===== config.mk =====
export PLATFORM = sky130hd
export DESIGN_NAME = accel_config_motion_detect
export DESIGN_NICKNAME = d
export VERILOG_FILES = /design/src/accel_pkg.sv /design/src/motion_axis_cmp.sv /design/src/accel_config_motion_detect.sv
export SDC_FILE = /design/constraint.sdc
export NUM_CORES = 1
export LEC_CHECK = 0
export CAP_MARGIN = 15
export CORE_MARGIN = 4
export CORE_UTILIZATION = 30
export CTS_CLUSTER_SIZE = 20
export DETAILED_ROUTE_END_ITERATION = 12
export DONT_BUFFER_PORTS = 1
export PLACE_DENSITY = 0.46
export SLEW_MARGIN = 20
export SYNTH_ARGS = -nofsm -noshare
export SYNTH_HDL_FRONTEND = slang
export SYNTH_SLANG_ARGS = --single-unit

===== constraint.sdc =====
create_clock -name clk -period 10.91 [get_ports clk]
set_input_delay 3.273 -clock clk [delete_from_list [all_inputs] [get_ports clk]]
set_output_delay 3.273 -clock clk [all_outputs]
set_load 0.01 [all_outputs]

===== src/accel_pkg.sv =====
// Operation
// - identity registers read fixed codes
// - revision register reads silicon revision
// - serial register reads trim serial value
// - key write restarts init, clears config
// - signed offset trim added per axis
// - activity compares against unsigned threshold
// - inactivity compares against unsigned threshold
// - inactivity needs below-threshold for programmed seconds
// - inactivity uses filtered data, one sample
// - zero time fires once below threshold
// - coupling bit: 0 dc, 1 ac
// - ac activity references start sample
// - ac inactivity refreshes reference when exceeded
// - axis bits include axes; none disables
// - activity ORs participating axes
// - inactivity ANDs participating axes
// - reduced-power bit selects low power
// - rate field resets to 100 Hz
// - run bit: standby or measure; standby
// - chaining alternates inactivity then activity
// - dormant suppresses ready, inactivity
// - dormant rate codes give 8,4,2,1 Hz
package accel_pkg;
    // ********************************
    // register map
    // ********************************
    localparam logic [7:0] ADDR_MANUF   = 8'h00;
    localparam logic [7:0] ADDR_TRACE   = 8'h01;
    localparam logic [7:0] ADDR_PART    = 8'h02;
    localparam logic [7:0] ADDR_REV     = 8'h03;
    localparam logic [7:0] ADDR_SERIAL  = 8'h04;
    localparam logic [7:0] ADDR_RESET   = 8'h18;
    localparam logic [7:0] ADDR_OFS_X   = 8'h1e;
    localparam logic [7:0] ADDR_OFS_Y   = 8'h1f;
    localparam logic [7:0] ADDR_OFS_Z   = 8'h20;
    localparam logic [7:0] ADDR_ACT_THR = 8'h24;
    localparam logic [7:0] ADDR_INA_THR = 8'h25;
    localparam logic [7:0] ADDR_INA_TIM = 8'h26;
    localparam logic [7:0] ADDR_AXIS    = 8'h27;
    localparam logic [7:0] ADDR_RATE    = 8'h2c;
    localparam logic [7:0] ADDR_POWER   = 8'h2d;
    // reset values and write masks
    localparam logic [7:0] ZERO_RESET   = 8'h00;
    localparam logic [7:0] RATE_RESET   = 8'h0a;
    localparam logic [7:0] RESET_KEY    = 8'h52;
    localparam logic [7:0] RATE_WMASK   = 8'h1f;
    localparam logic [7:0] POWER_WMASK  = 8'h7f;
    // field positions
    localparam int ACT_AC_BIT   = 7;
    localparam int ACT_AX_LSB   = 4;
    localparam int INA_AC_BIT   = 3;
    localparam int INA_AX_LSB   = 0;
    localparam int LOWPWR_BIT   = 4;
    localparam int I2C_OFF_BIT  = 6;
    localparam int LINK_BIT     = 5;
    localparam int AUTOSLP_BIT  = 4;
    localparam int MEASURE_BIT  = 3;
    localparam int SLEEP_BIT    = 2;
    // scale shifts: trim 4 lsb, threshold 16 lsb
    localparam int OFS_SHIFT    = 2;
    localparam int THR_SHIFT    = 4;
    // one second of clock cycles
    localparam int CLK_NS       = 10;
    localparam int SECOND_NS    = 1000000000;
    localparam int SEC_CYCLES   = SECOND_NS / CLK_NS;
    localparam logic [3:0] DORMANT_MAX_HZ = 4'h8;

    // three signed axis samples
    typedef struct packed {
        logic signed [15:0] x;
        logic signed [15:0] y;
        logic signed [15:0] z;
    } sample_type;

    // register access request
    typedef struct packed {
        logic       wr;
        logic       rd;
        logic [7:0] addr;
        logic [7:0] data;
    } reg_req_type;

    // decoded operating mode
    typedef struct packed {
        logic [3:0] rate;
        logic       lowPower;
        logic       i2cOff;
        logic       link;
        logic       autoSleep;
        logic       measure;
        logic       sleep;
        logic [1:0] wake;
        logic [3:0] dormantHz;
    } mode_type;

    // chaining state
    typedef enum logic [1:0] {
        CHAIN_WAIT_INACT = 2'b01,
        CHAIN_WAIT_ACT   = 2'b10
    } chain_type;
endpackage


===== src/motion_axis_cmp.sv =====
`timescale 1ns/1ps
// one axis: magnitude against scaled threshold
module motion_axis_cmp #(
    parameter int W = 16
) (
    // sample and reference
    input  wire logic signed [W-1:0] value,
    input  wire logic signed [W-1:0] refValue,
    input  wire logic                acMode,
    // threshold in register counts
    input  wire logic [7:0]          thr,
    // compare results
    output logic                     over,
    output logic                     under
);
    import accel_pkg::*;
    logic signed [W:0] diff;     // signed difference
    logic        [W:0] mag;      // magnitude
    logic        [W:0] thrS;     // threshold in lsb

    // ac subtracts the reference, dc uses value itself
    always_comb begin
        diff = acMode ? (W+1)'(value) - (W+1)'(refValue)
                      : (W+1)'(value);
        mag  = diff[W] ? (W+1)'(-diff) : (W+1)'(diff);
        thrS = (W+1)'({thr, 4'h0}) >> (4 - THR_SHIFT);
        over  = mag > thrS;
        under = mag < thrS;
    end
endmodule


===== src/accel_config_motion_detect.sv =====
`timescale 1ns/1ps
module accel_config_motion_detect
    import accel_pkg::*;
#(
    parameter logic [7:0] MANUF_CODE  = 8'h5a, // arbitrary value
    parameter logic [7:0] TRACE_CODE  = 8'h3c, // arbitrary value
    parameter logic [7:0] PART_CODE   = 8'h71, // arbitrary value
    parameter logic [7:0] REV_CODE    = 8'h00, // arbitrary value
    parameter logic [7:0] SERIAL_CODE = 8'h00, // arbitrary value
    parameter int         SEC_TICKS   = SEC_CYCLES
) (
    // clock and reset
    input  wire logic                    clk,
    input  wire logic                    rst,
    // register port from serial logic
    input  wire accel_pkg::reg_req_type  regReq,
    output logic [7:0]                   rdData,
    // sensing core samples
    input  wire logic                    rawValid,
    input  wire accel_pkg::sample_type   rawSample,
    input  wire logic                    filtValid,
    input  wire accel_pkg::sample_type   filtSample,
    // trimmed output data
    output logic                         dataReady,
    output accel_pkg::sample_type        dataOut,
    // mode and restart
    output accel_pkg::mode_type          mode,
    output logic                         initRestart,
    // motion events
    output logic                         activityEvent,
    output logic                         inactivityEvent
);
    import accel_pkg::*;

    // ********************************
    // register file
    // ********************************
    logic [7:0] ofs_ff [3];          // per-axis trims
    logic [7:0] nxt_ofs [3];
    logic [7:0] actThr_ff, nxt_actThr;    // motion_threshold
    logic [7:0] inaThr_ff, nxt_inaThr;    // stillness_threshold
    logic [7:0] inaTime_ff, nxt_inaTime;  // stillness_duration
    logic [7:0] axis_ff, nxt_axis;        // motion_axis_control
    logic [7:0] rate_ff, nxt_rate;        // rate_and_power_select
    logic [7:0] power_ff, nxt_power;      // power_mode_control
    logic [7:0] resetCmd_ff, nxt_resetCmd;
    logic [7:0] rdData_ff, nxt_rdData;
    logic       restart_ff, nxt_restart;
    logic       keyHit;              // soft reset key written

    assign keyHit = regReq.wr && regReq.addr == ADDR_RESET
                    && regReq.data == RESET_KEY;

    // next register values and read mux
    always_comb begin
        nxt_ofs      = ofs_ff;
        nxt_actThr   = actThr_ff;
        nxt_inaThr   = inaThr_ff;
        nxt_inaTime  = inaTime_ff;
        nxt_axis     = axis_ff;
        nxt_rate     = rate_ff;
        nxt_power    = power_ff;
        nxt_resetCmd = resetCmd_ff;
        nxt_rdData   = rdData_ff;
        nxt_restart  = 1'b0;
        if (regReq.rd) begin
            unique case (regReq.addr)
                ADDR_MANUF:   nxt_rdData = MANUF_CODE;
                ADDR_TRACE:   nxt_rdData = TRACE_CODE;
                ADDR_PART:    nxt_rdData = PART_CODE;
                ADDR_REV:     nxt_rdData = REV_CODE;
                ADDR_SERIAL:  nxt_rdData = SERIAL_CODE;
                ADDR_RESET:   nxt_rdData = resetCmd_ff;
                ADDR_OFS_X:   nxt_rdData = ofs_ff[0];
                ADDR_OFS_Y:   nxt_rdData = ofs_ff[1];
                ADDR_OFS_Z:   nxt_rdData = ofs_ff[2];
                ADDR_ACT_THR: nxt_rdData = actThr_ff;
                ADDR_INA_THR: nxt_rdData = inaThr_ff;
                ADDR_INA_TIM: nxt_rdData = inaTime_ff;
                ADDR_AXIS:    nxt_rdData = axis_ff;
                ADDR_RATE:    nxt_rdData = rate_ff & RATE_WMASK;
                ADDR_POWER:   nxt_rdData = power_ff & POWER_WMASK;
                default:      nxt_rdData = ZERO_RESET; // reserved
            endcase
        end
        if (keyHit) begin
            // back to power-on configuration
            nxt_ofs      = '{ZERO_RESET, ZERO_RESET, ZERO_RESET};
            nxt_actThr   = ZERO_RESET;
            nxt_inaThr   = ZERO_RESET;
            nxt_inaTime  = ZERO_RESET;
            nxt_axis     = ZERO_RESET;
            nxt_rate     = RATE_RESET;
            nxt_power    = ZERO_RESET;
            nxt_resetCmd = ZERO_RESET;
            nxt_restart  = 1'b1;
        end else if (regReq.wr) begin
            unique case (regReq.addr)
                ADDR_RESET:   nxt_resetCmd = regReq.data;
                ADDR_OFS_X:   nxt_ofs[0] = regReq.data;
                ADDR_OFS_Y:   nxt_ofs[1] = regReq.data;
                ADDR_OFS_Z:   nxt_ofs[2] = regReq.data;
                ADDR_ACT_THR: nxt_actThr = regReq.data;
                ADDR_INA_THR: nxt_inaThr = regReq.data;
                ADDR_INA_TIM: nxt_inaTime = regReq.data;
                ADDR_AXIS:    nxt_axis = regReq.data;
                ADDR_RATE:    nxt_rate = regReq.data & RATE_WMASK;
                ADDR_POWER:   nxt_power = regReq.data & POWER_WMASK;
                default:      nxt_rdData = nxt_rdData; // read-only
            endcase
        end
    end

    // register storage
    always_ff @(posedge clk or posedge rst) begin
        if (rst) begin
            ofs_ff      <= '{ZERO_RESET, ZERO_RESET, ZERO_RESET};
            actThr_ff   <= ZERO_RESET;
            inaThr_ff   <= ZERO_RESET;
            inaTime_ff  <= ZERO_RESET;
            axis_ff     <= ZERO_RESET;
            rate_ff     <= RATE_RESET;
            power_ff    <= ZERO_RESET;
            resetCmd_ff <= ZERO_RESET;
            rdData_ff   <= ZERO_RESET;
            restart_ff  <= 1'b0;
        end else begin
            ofs_ff      <= nxt_ofs;
            actThr_ff   <= nxt_actThr;
            inaThr_ff   <= nxt_inaThr;
            inaTime_ff  <= nxt_inaTime;
            axis_ff     <= nxt_axis;
            rate_ff     <= nxt_rate;
            power_ff    <= nxt_power;
            resetCmd_ff <= nxt_resetCmd;
            rdData_ff   <= nxt_rdData;
            restart_ff  <= nxt_restart;
        end
    end

    // decoded mode fields
    always_comb begin
        mode.rate      = rate_ff[3:0];
        mode.lowPower  = rate_ff[LOWPWR_BIT];
        mode.i2cOff    = power_ff[I2C_OFF_BIT];
        mode.link      = power_ff[LINK_BIT];
        mode.autoSleep = power_ff[AUTOSLP_BIT];
        mode.measure   = power_ff[MEASURE_BIT];
        mode.sleep     = power_ff[SLEEP_BIT];
        mode.wake      = power_ff[1:0];
        mode.dormantHz = DORMANT_MAX_HZ >> power_ff[1:0];
    end

    assign rdData      = rdData_ff;
    assign initRestart = restart_ff;

    // ********************************
    // offset trim and output data
    // ********************************
    function automatic logic signed [15:0] trim(
        input logic signed [15:0] v,
        input logic        [7:0]  o);
        return v + (16'(signed'(o)) <<< OFS_SHIFT);
    endfunction

    sample_type dataOut_ff, nxt_dataOut;
    logic       ready_ff, nxt_ready;

    // trimmed sample; ready withheld in dormant mode
    always_comb begin
        nxt_dataOut = dataOut_ff;
        nxt_ready   = 1'b0;
        if (rawValid && mode.measure) begin
            nxt_dataOut.x = trim(rawSample.x, ofs_ff[0]);
            nxt_dataOut.y = trim(rawSample.y, ofs_ff[1]);
            nxt_dataOut.z = trim(rawSample.z, ofs_ff[2]);
            nxt_ready     = !mode.sleep;
        end
    end

    always_ff @(posedge clk or posedge rst) begin
        if (rst) begin
            dataOut_ff <= '0;
            ready_ff   <= 1'b0;
        end else begin
            dataOut_ff <= nxt_dataOut;
            ready_ff   <= nxt_ready;
        end
    end

    assign dataOut   = dataOut_ff;
    assign dataReady = ready_ff;

    // ********************************
    // motion detection
    // ********************************
    logic [2:0] actAx, inaAx;        // participation masks
    logic       actAc, inaAc;        // coupling selects
    logic       chainOn, actOn, inaOn;
    logic [2:0] actOver, actUnder, inaOver, inaUnder;
    logic signed [15:0] rawV [3], filtV [3], actRefV [3], inaRefV [3];

    sample_type actRef_ff, nxt_actRef;
    sample_type inaRef_ff, nxt_inaRef;
    logic       actRefOk_ff, nxt_actRefOk;
    logic       inaRefOk_ff, nxt_inaRefOk;
    chain_type  chain_ff, nxt_chain;
    logic [31:0] secDiv_ff, nxt_secDiv;  // cycles within second
    logic [7:0] secCnt_ff, nxt_secCnt;   // seconds below threshold
    logic       below_ff, nxt_below;     // last filtered sample still
    logic       seen_ff, nxt_seen;       // filtered sample arrived
    logic       fired_ff, nxt_fired;     // inactivity already sent
    logic       actEv_ff, nxt_actEv;
    logic       inaEv_ff, nxt_inaEv;

    assign actAx = axis_ff[ACT_AX_LSB +: 3];
    assign inaAx = axis_ff[INA_AX_LSB +: 3];
    assign actAc = axis_ff[ACT_AC_BIT];
    assign inaAc = axis_ff[INA_AC_BIT];
    assign chainOn = mode.link && |actAx && |inaAx;
    // functions need a participating axis and measurement
    assign actOn = mode.measure && |actAx
                   && !(chainOn && chain_ff == CHAIN_WAIT_INACT);
    assign inaOn = mode.measure && |inaAx && !mode.sleep
                   && !(chainOn && chain_ff == CHAIN_WAIT_ACT);
    assign rawV    = '{rawSample.x, rawSample.y, rawSample.z};
    assign filtV   = '{filtSample.x, filtSample.y, filtSample.z};
    assign actRefV = '{actRef_ff.x, actRef_ff.y, actRef_ff.z};
    assign inaRefV = '{inaRef_ff.x, inaRef_ff.y, inaRef_ff.z};

    // per-axis compares, index 0 is x to match mask bit 2
    for (genvar i = 0; i < 3; i++) begin : g_axis
        motion_axis_cmp #(.W(16)) u_act (
            .value    (rawV[i]),
            .refValue (actRefV[i]),
            .acMode   (actAc),
            .thr      (actThr_ff),
            .over     (actOver[2-i]),
            .under    (actUnder[2-i])
        );
        motion_axis_cmp #(.W(16)) u_ina (
            .value    (filtV[i]),
            .refValue (inaRefV[i]),
            .acMode   (inaAc),
            .thr      (inaThr_ff),
            .over     (inaOver[2-i]),
            .under    (inaUnder[2-i])
        );
    end

    // detection next state
    always_comb begin
        nxt_actRef   = actRef_ff;
        nxt_inaRef   = inaRef_ff;
        nxt_actRefOk = actRefOk_ff;
        nxt_inaRefOk = inaRefOk_ff;
        nxt_chain    = chain_ff;
        nxt_secDiv   = secDiv_ff;
        nxt_secCnt   = secCnt_ff;
        nxt_below    = below_ff;
        nxt_seen     = seen_ff;
        nxt_fired    = fired_ff;
        nxt_actEv    = 1'b0;
        nxt_inaEv    = 1'b0;
        // activity: reference taken at detection start
        if (!actOn) begin
            nxt_actRefOk = 1'b0;
        end else if (rawValid && actAc && !actRefOk_ff) begin
            nxt_actRef   = rawSample;
            nxt_actRefOk = 1'b1;
        end else if (rawValid && |(actOver & actAx)) begin
            nxt_actEv = 1'b1;
            if (chainOn) begin
                nxt_chain = CHAIN_WAIT_INACT;
            end
        end
        // inactivity: filtered samples, all participating axes still
        if (!inaOn) begin
            nxt_seen     = 1'b0;
            nxt_below    = 1'b0;
            nxt_fired    = 1'b0;
            nxt_inaRefOk = 1'b0;
            nxt_secDiv   = '0;
            nxt_secCnt   = '0;
        end else begin
            if (filtValid) begin
                nxt_seen = 1'b1;
                if (inaAc && (!inaRefOk_ff || |(inaOver & inaAx))) begin
                    nxt_inaRef   = filtSample;
                    nxt_inaRefOk = 1'b1;
                    nxt_below    = 1'b0;
                end else begin
                    nxt_below = &(inaUnder | ~inaAx);
                end
            end
            if (!nxt_below) begin
                nxt_secDiv = '0;
                nxt_secCnt = '0;
                nxt_fired  = 1'b0;
            end else if (secDiv_ff == 32'(SEC_TICKS - 1)) begin
                nxt_secDiv = '0;
                if (secCnt_ff != 8'hff) begin
                    nxt_secCnt = secCnt_ff + 8'h01;
                end
            end else begin
                nxt_secDiv = secDiv_ff + 32'h1;
            end
            if (seen_ff && below_ff && nxt_below && !fired_ff
                && secCnt_ff >= inaTime_ff) begin
                nxt_inaEv = 1'b1;
                nxt_fired = 1'b1;
                if (chainOn) begin
                    nxt_chain = CHAIN_WAIT_ACT;
                end
            end
        end
        if (!chainOn) begin
            nxt_chain = CHAIN_WAIT_INACT;
        end
        if (keyHit) begin
            nxt_chain = CHAIN_WAIT_INACT;
        end
    end

    // detection registers
    always_ff @(posedge clk or posedge rst) begin
        if (rst) begin
            actRef_ff   <= '0;
            inaRef_ff   <= '0;
            actRefOk_ff <= 1'b0;
            inaRefOk_ff <= 1'b0;
            chain_ff    <= CHAIN_WAIT_INACT;
            secDiv_ff   <= '0;
            secCnt_ff   <= '0;
            below_ff    <= 1'b0;
            seen_ff     <= 1'b0;
            fired_ff    <= 1'b0;
            actEv_ff    <= 1'b0;
            inaEv_ff    <= 1'b0;
        end else begin
            actRef_ff   <= nxt_actRef;
            inaRef_ff   <= nxt_inaRef;
            actRefOk_ff <= nxt_actRefOk;
            inaRefOk_ff <= nxt_inaRefOk;
            chain_ff    <= nxt_chain;
            secDiv_ff   <= nxt_secDiv;
            secCnt_ff   <= nxt_secCnt;
            below_ff    <= nxt_below;
            seen_ff     <= nxt_seen;
            fired_ff    <= nxt_fired;
            actEv_ff    <= nxt_actEv;
            inaEv_ff    <= nxt_inaEv;
        end
    end

    assign activityEvent   = actEv_ff;
    assign inactivityEvent = inaEv_ff;
endmodule


# After elaboration in Yosys (flattened, before gate mapping)
# Cells that the tools add are included.
[totals] in_bits=118 reg_bits=279
[classes] shifts=1 n_mux=74 addsub=17 order_cmp=10 eq_ne=23 n_bitwise=4 n_reduce_logical=58
[op_table] cell="$mux W17" count=12
[op_table] cell="$mux W8" count=22
[op_table] cell="$pmux W8 S13" count=1
[op_table] cell="$gt A17 B12 Y1" count=6
[op_table] cell="$neg A17 Y17" count=6
[op_table] cell="$sub A16 B16 Y17" count=6
[op_table] cell="$mux W32" count=3
[op_table] cell="$eq A8 B6 Y1 const B" count=7
[op_table] cell="$lt A17 B12 Y1" count=3
[op_table] cell="$add A16 B10 Y16" count=3
[op_table] cell="$mux W24" count=2
[op_table] cell="$add A32 B1 Y32 const B" count=1
[op_table] cell="$eq A32 B27 Y1 const B" count=1
[op_table] cell="$reduce_and A2 Y1" count=13
[op_table] cell="$eq A8 B5 Y1 const B" count=3
[op_table] cell="$reduce_bool A2 Y1" count=11
[op_table] cell="$mux W1" count=21
[op_table] cell="$mux W7" count=3
[op_table] cell="$logic_and A1 B1 Y1" count=20
[op_table] cell="$mux W5" count=3
[op_table] cell="$mux W2" count=7
[op_table] cell="$reduce_or A3 Y1" count=4
[op_table] cell="$ne A3 B2 Y1 const B" count=3
[op_table] cell="$add A8 B1 Y8 const B" count=1
[op_table] cell="other kinds (17)" count=25

# Longest topological paths before layout
[depth] word_depth=19 mapped_depth=28 ltp_nobuf=26

# Cells and area by module
# Synthesis repeated with hierarchy kept, for this count alone.
[hier_totals] cells_unflattened=3001 hier_area_um2=24883.9
[by_module_without_submodules] mod="accel_config_motion_detect" seq_area_each_um2=6985.4 area_each_um2=14106.0 cells_each=1384 instances=1
[by_module_without_submodules] mod="motion_axis_cmp (g_axis[0].u_act ...)" seq_area_each_um2=0.0 area_each_um2=1815.5 cells_each=271 instances=5
[by_module_without_submodules] mod="motion_axis_cmp (g_axis[2].u_ina)" seq_area_each_um2=0.0 area_each_um2=1700.4 cells_each=262 instances=1

# Worst setup path after synthesis
# Ideal clock, no wire load.
[synth_timing] path_kind="input to register" from="in filtSample[32] (netlist name)" to="reg inaRef_ff, in the netlist inaRefV[0]" required_ps=10785 arrival_time_ps=8225 stages=26 path_slack_ps=2560 n_path_buf=2 cell_sequence="inv_1 -> ha_1 -> inv_1 -> fa_1 -> a211oi_2 -> nor4_1 -> nor3_1 -> o21ai_0 -> a21oi_1 -> o31ai_1 -> xor2_1 -> ha_1 -> nor2b_1 -> o21a_1 -> o21a_1 -> o21a_1 -> o21a_1 -> o21a_1 -> o21a_1 -> o2bb2ai_1 -> a41oi_1 -> a221oi_4 -> nor2_2 -> buf_6 -> buf_6 -> mux2_4"
[synth_via] elab_chain_len=10
[synth_lines] item="from (decl)" line="accel_config_motion_detect.sv:22" rtl="input wire accel_pkg::sample_type filtSample,"
[synth_lines] item="$sub A16 B16 Y17" line="motion_axis_cmp.sv:23" rtl="diff = acMode ? (W+1)'(value) - (W+1)'(refValue)"
[synth_lines] item="$mux W17 *" line="motion_axis_cmp.sv:23"
[synth_lines] item="$neg A17 Y17" line="motion_axis_cmp.sv:25" rtl="mag = diff[W] ? (W+1)'(-diff) : (W+1)'(diff);"
[synth_lines] item="$mux W17 *" line="motion_axis_cmp.sv:25"
[synth_lines] item="$gt A17 B12 Y1 *" line="motion_axis_cmp.sv:27" rtl="over = mag > thrS;"
[synth_lines] item="$and A3 B3 Y3 *" line="accel_config_motion_detect.sv:288" rtl="if (inaAc && (!inaRefOk_ff || |(inaOver & inaAx))) begin"
[synth_lines] item="$reduce_or A3 Y1 *" line="accel_config_motion_detect.sv:288"
[synth_lines] item="$logic_or A1 B1 Y1 *" line="accel_config_motion_detect.sv:288"
[synth_lines] item="$logic_and A1 B1 Y1 *" line="accel_config_motion_detect.sv:288"
[synth_lines] item="$reduce_and A3 Y1 (no source line) *"
[synth_lines] item="to (signal assigned)" line="accel_config_motion_detect.sv:342" rtl="inaRef_ff <= nxt_inaRef;"
[synth_lines] item="to (decl)" line="accel_config_motion_detect.sv:204" rtl="sample_type inaRef_ff, nxt_inaRef;"
# Every way passes the cells marked *; elsewhere a longest branch is shown, timed or not.
# A chain may end at the register's enable or synchronous reset.

# Final worst setup path
[layout_timing] from="in filtSample[32] (netlist name)" to="reg inaRef_ff, in the netlist inaRefV[3]"
# The elaborated chain is that of the path after synthesis.

==> results.py <==
metrics = {
    "route": {
        "vias_per_cell": 5.47,
        "wirelength_mm": 78.0,
        "vias": 20995,
        "drc": 0,
        "drt_iter0_markers": 1261,
        "routedWlPerCell_um": 20.3,
        "dr.pass1.iters": 8,
        "ant_nets": 0,
    },
    "power_and_ir_drop": {
        "power_density_mw_per_mm2": 116,
        "p_leak_nw": 11.1,
        "vdd_drop_max_uv": 87.3,
        "power.total_mw": 3.03,
    },
    "place": {
        "routabilityCongestion": 0.881,
        "io_buffers": 0,
        "place_ws_ns": 1.71,
        "placed_cells": 3768,
        "hpwl_mm": 58.9,
    },
    "logic_synthesis": {
        "yosysUniqueCellTypes": 92,
        "netlist_top_cells_count": "dfrtp_1 (276), nand2_1 (275), inv_1 (208)",
        "syn_area_mm2": 0.0237,
        "synth_ff_type": "dfrtp_1",
        "synthesis.nets": 3164,
        "yosysMostFrequentCell": "dfrtp_1",
        "syn_avg_cell_area_um2": 8.36,
        "synthArstFlopShare": 1.00,
        "synth-seq-area-share": 0.295,
        "netlist.area_leader.share": 0.291,
        "ys_ff_latch": 279,
        "yosysTopAreaCell": "dfrtp_1",
        "synthTopCellsByArea": "dfrtp_1 (29%), ha_1 (10%), nand2_1 (4.4%)",
        "synth-warning-count": 0,
        "syn_inst": 2838,
        "synth_edf_count": 0,
    },
    "sta": {
        "worst_slew_pin_slew_ns": 1.08,
        "drv_slew": 0,
        "finalCritPeriodShare": 0.794,
        "hold_ws_ns": 0.480,
        "finalHoldViolCount": 0,
        "setup_ws_ns": 2.25,
        "period_minus_slack_ns": 8.66,
        "slew-limit-headroom": 0.277,
        "fmax_mhz": 115,
        "rsz0062_at_grt": "false",
        "skew_ns": 0.0337,
        "tns_ns": 0,
        "setup_viol": 0,
    },
    "global_routing": {
        "grt_max_degree": 165,
        "grt_usage": 0.183,
        "antenna_found_initial": 3,
        "grt_pass1_wl_mm": 121,
        "grt_pass1_vias": 21084,
        "grt_overflow_total": 0,
    },
    "finish": {
        "drive_gt1_frac": 0.0689,
        "nNetsFinal": 3096,
        "stdcell_count": 3840,
        "fill_cells": 8173,
        "register_area_mm2": 0.00699,
        "syn_to_final_growth_pct": 9.64,
        "multi_input_area_mm2": 0.0155,
        "diodes": 0,
    },
    "critical_path": {
        "worstPathRequired_ns": 11.36,
        "cp_data_arrival_time_ns": 9.11,
        "startpoint_type": "input pin",
        "crit_fanout": 49,
        "crit_type": "input pin to flip-flop",
        "crit-reg2reg-launch": "inaRefV[32]",
        "cp-startpoint": "filtSample[32]",
        "end_kind": "flip-flop",
    },
    "min_path": {
        "min_path_type": "flip-flop to flip-flop",
        "hp-start": "seen_ff",
    },
    "run_status": {
        "status": "finished clean",
    },
    "floorplan": {
        "pin_count": 194,
        "die-area_mm2": 0.0836,
        "start_util": 0.305,
        "num_rows": 102,
        "fp.dieW_um": 289,
        "die_y_um": 289,
        "coreArea_mm2": 0.0778,
    },
    "clocking": {
        "root_buffer": "clkbuf_16",
        "path_clk_slew_ns": 0.06,
        "cts_tree": "done",
        "cts_setup_buffers": 0,
        "clock-sinks": 279,
        "insertion_delay_ns": 0.58,
        "h-tree-depth": 2,
        "cts_resized": 0,
        "numCtsBuffers": 40,
        "clockBufferDepth": 3,
        "holdBufCountCts": 0,
    },
    "run": {
        "cap_violations": 0,
    },
}
## logic make-up (layout without fill, tap and decap cells)
logic type / count (synthesis) / after routing / synth area share
adders and majority gates: 208 / 208 / 0.113
and+or+nand+nor: 942 / 942 / 0.198
muxes: 123 / 123 / 0.0558
xor gates and xnor gates: 157 / 157 / 0.0580
DFF: 279 / 279 / 0.295
buffers and inverters: 336 / 298 / 0.0543
AOI/OAI and AO/OA: 793 / 793 / 0.227
## flip-flops by register name, indices dropped and copies added, names as in the netlist, 8 cells and up
signal,flops
actThr_ff,8
secDiv_ff,32
secCnt_ff,8
ofs_ff,24
inaThr_ff,8
inaRefV,48
dataOut,48
axis_ff,8
rdData,8
resetCmd_ff,8
inaTime_ff,8
actRefV,48
## critical path, cell delays in order
cell,delay (ns)
inv_1,0.04
ha_1,0.15
inv_1,0.05
fa_1,0.43
a211oi_2,0.57
nor4_1,0.19
nor3_1,0.36
o21ai_0,0.18
a21oi_1,0.49
o31ai_1,0.17
xor2_1,0.23
ha_1,0.28
nor2b_1,0.14
o21a_1,0.17
o21a_1,0.17
o21a_1,0.17
o21a_1,0.16
o21a_1,0.17
o21a_1,0.18
o2bb2ai_1,0.12
a41oi_1,0.19
a221oi_4,0.38
nor2_4,0.03
buf_4,0.36
mux2_4,0.39
## where the power goes
part | switching (mW) | leakage (nW) | internal (mW)
logic | 0.303 | 6.84 | 0.203
registers | 0.101 | 3.56 | 1.10
clock network | 0.539 | 0.644 | 0.781
total | 0.943 | 11.1 | 2.09
## cells in the final DEF (no fill, tap or decap), types with 61 or more instances in the layout
cell | Yosys | routed
nor3_1 | 97 | 96
nand3_1 | 68 | 68
mux2_2 | 61 | 61
xnor2_1 | 80 | 80
a21oi_1 | 152 | 152
inv_1 | 208 | 207
nand2_1 | 275 | 274
xor2_1 | 77 | 77
o21ai_0 | 203 | 203
ha_1 | 199 | 199
nor2_1 | 185 | 184
dfrtp_1 | 276 | 274
## per-layer routing
metal | track usage | up-vias | wire length (um)
met5 | 0 | - | 34
li1 | - | 10215 | -
met2 | 0.313 | 568 | 36600
met4 | 0.0507 | 4 | 1960
met3 | 0.0541 | 105 | 6180
met1 | 0.225 | 10103 | 33300
## area by class of cell
type	count	share of cell area
tap	1040	0.0500
multi-input combinational	2223	0.595
clock buffer	55	0.0437
timing repair buffer	16	0.00510
clock inverter	17	0.00669
sequential	279	0.269
inverter	210	0.0305
## metrics by stage
step	instance area, um2	util
after floorplan	23700	-
after global placement	24700	0.317
after detailed placement	24700	0.317
after CTS	26000	0.334
after global routing	26000	0.334
final	26000	0.334
## worst paths after layout
kind,slack [ns],cells past startpoint,endpoint
worst max-delay path,2.25,25,inaRefV[3]
worst min-delay path,0.48,1,seen_ff
worst max register to register,4.66,24,inaRefV[3]
worst min register to register,0.48,1,seen_ff
max in group asynchronous,7.00,2,axis_ff[3]
min in group asynchronous,2.60,1,actRefV[27]
Note: power is estimated with default switching activity, not from simulation.
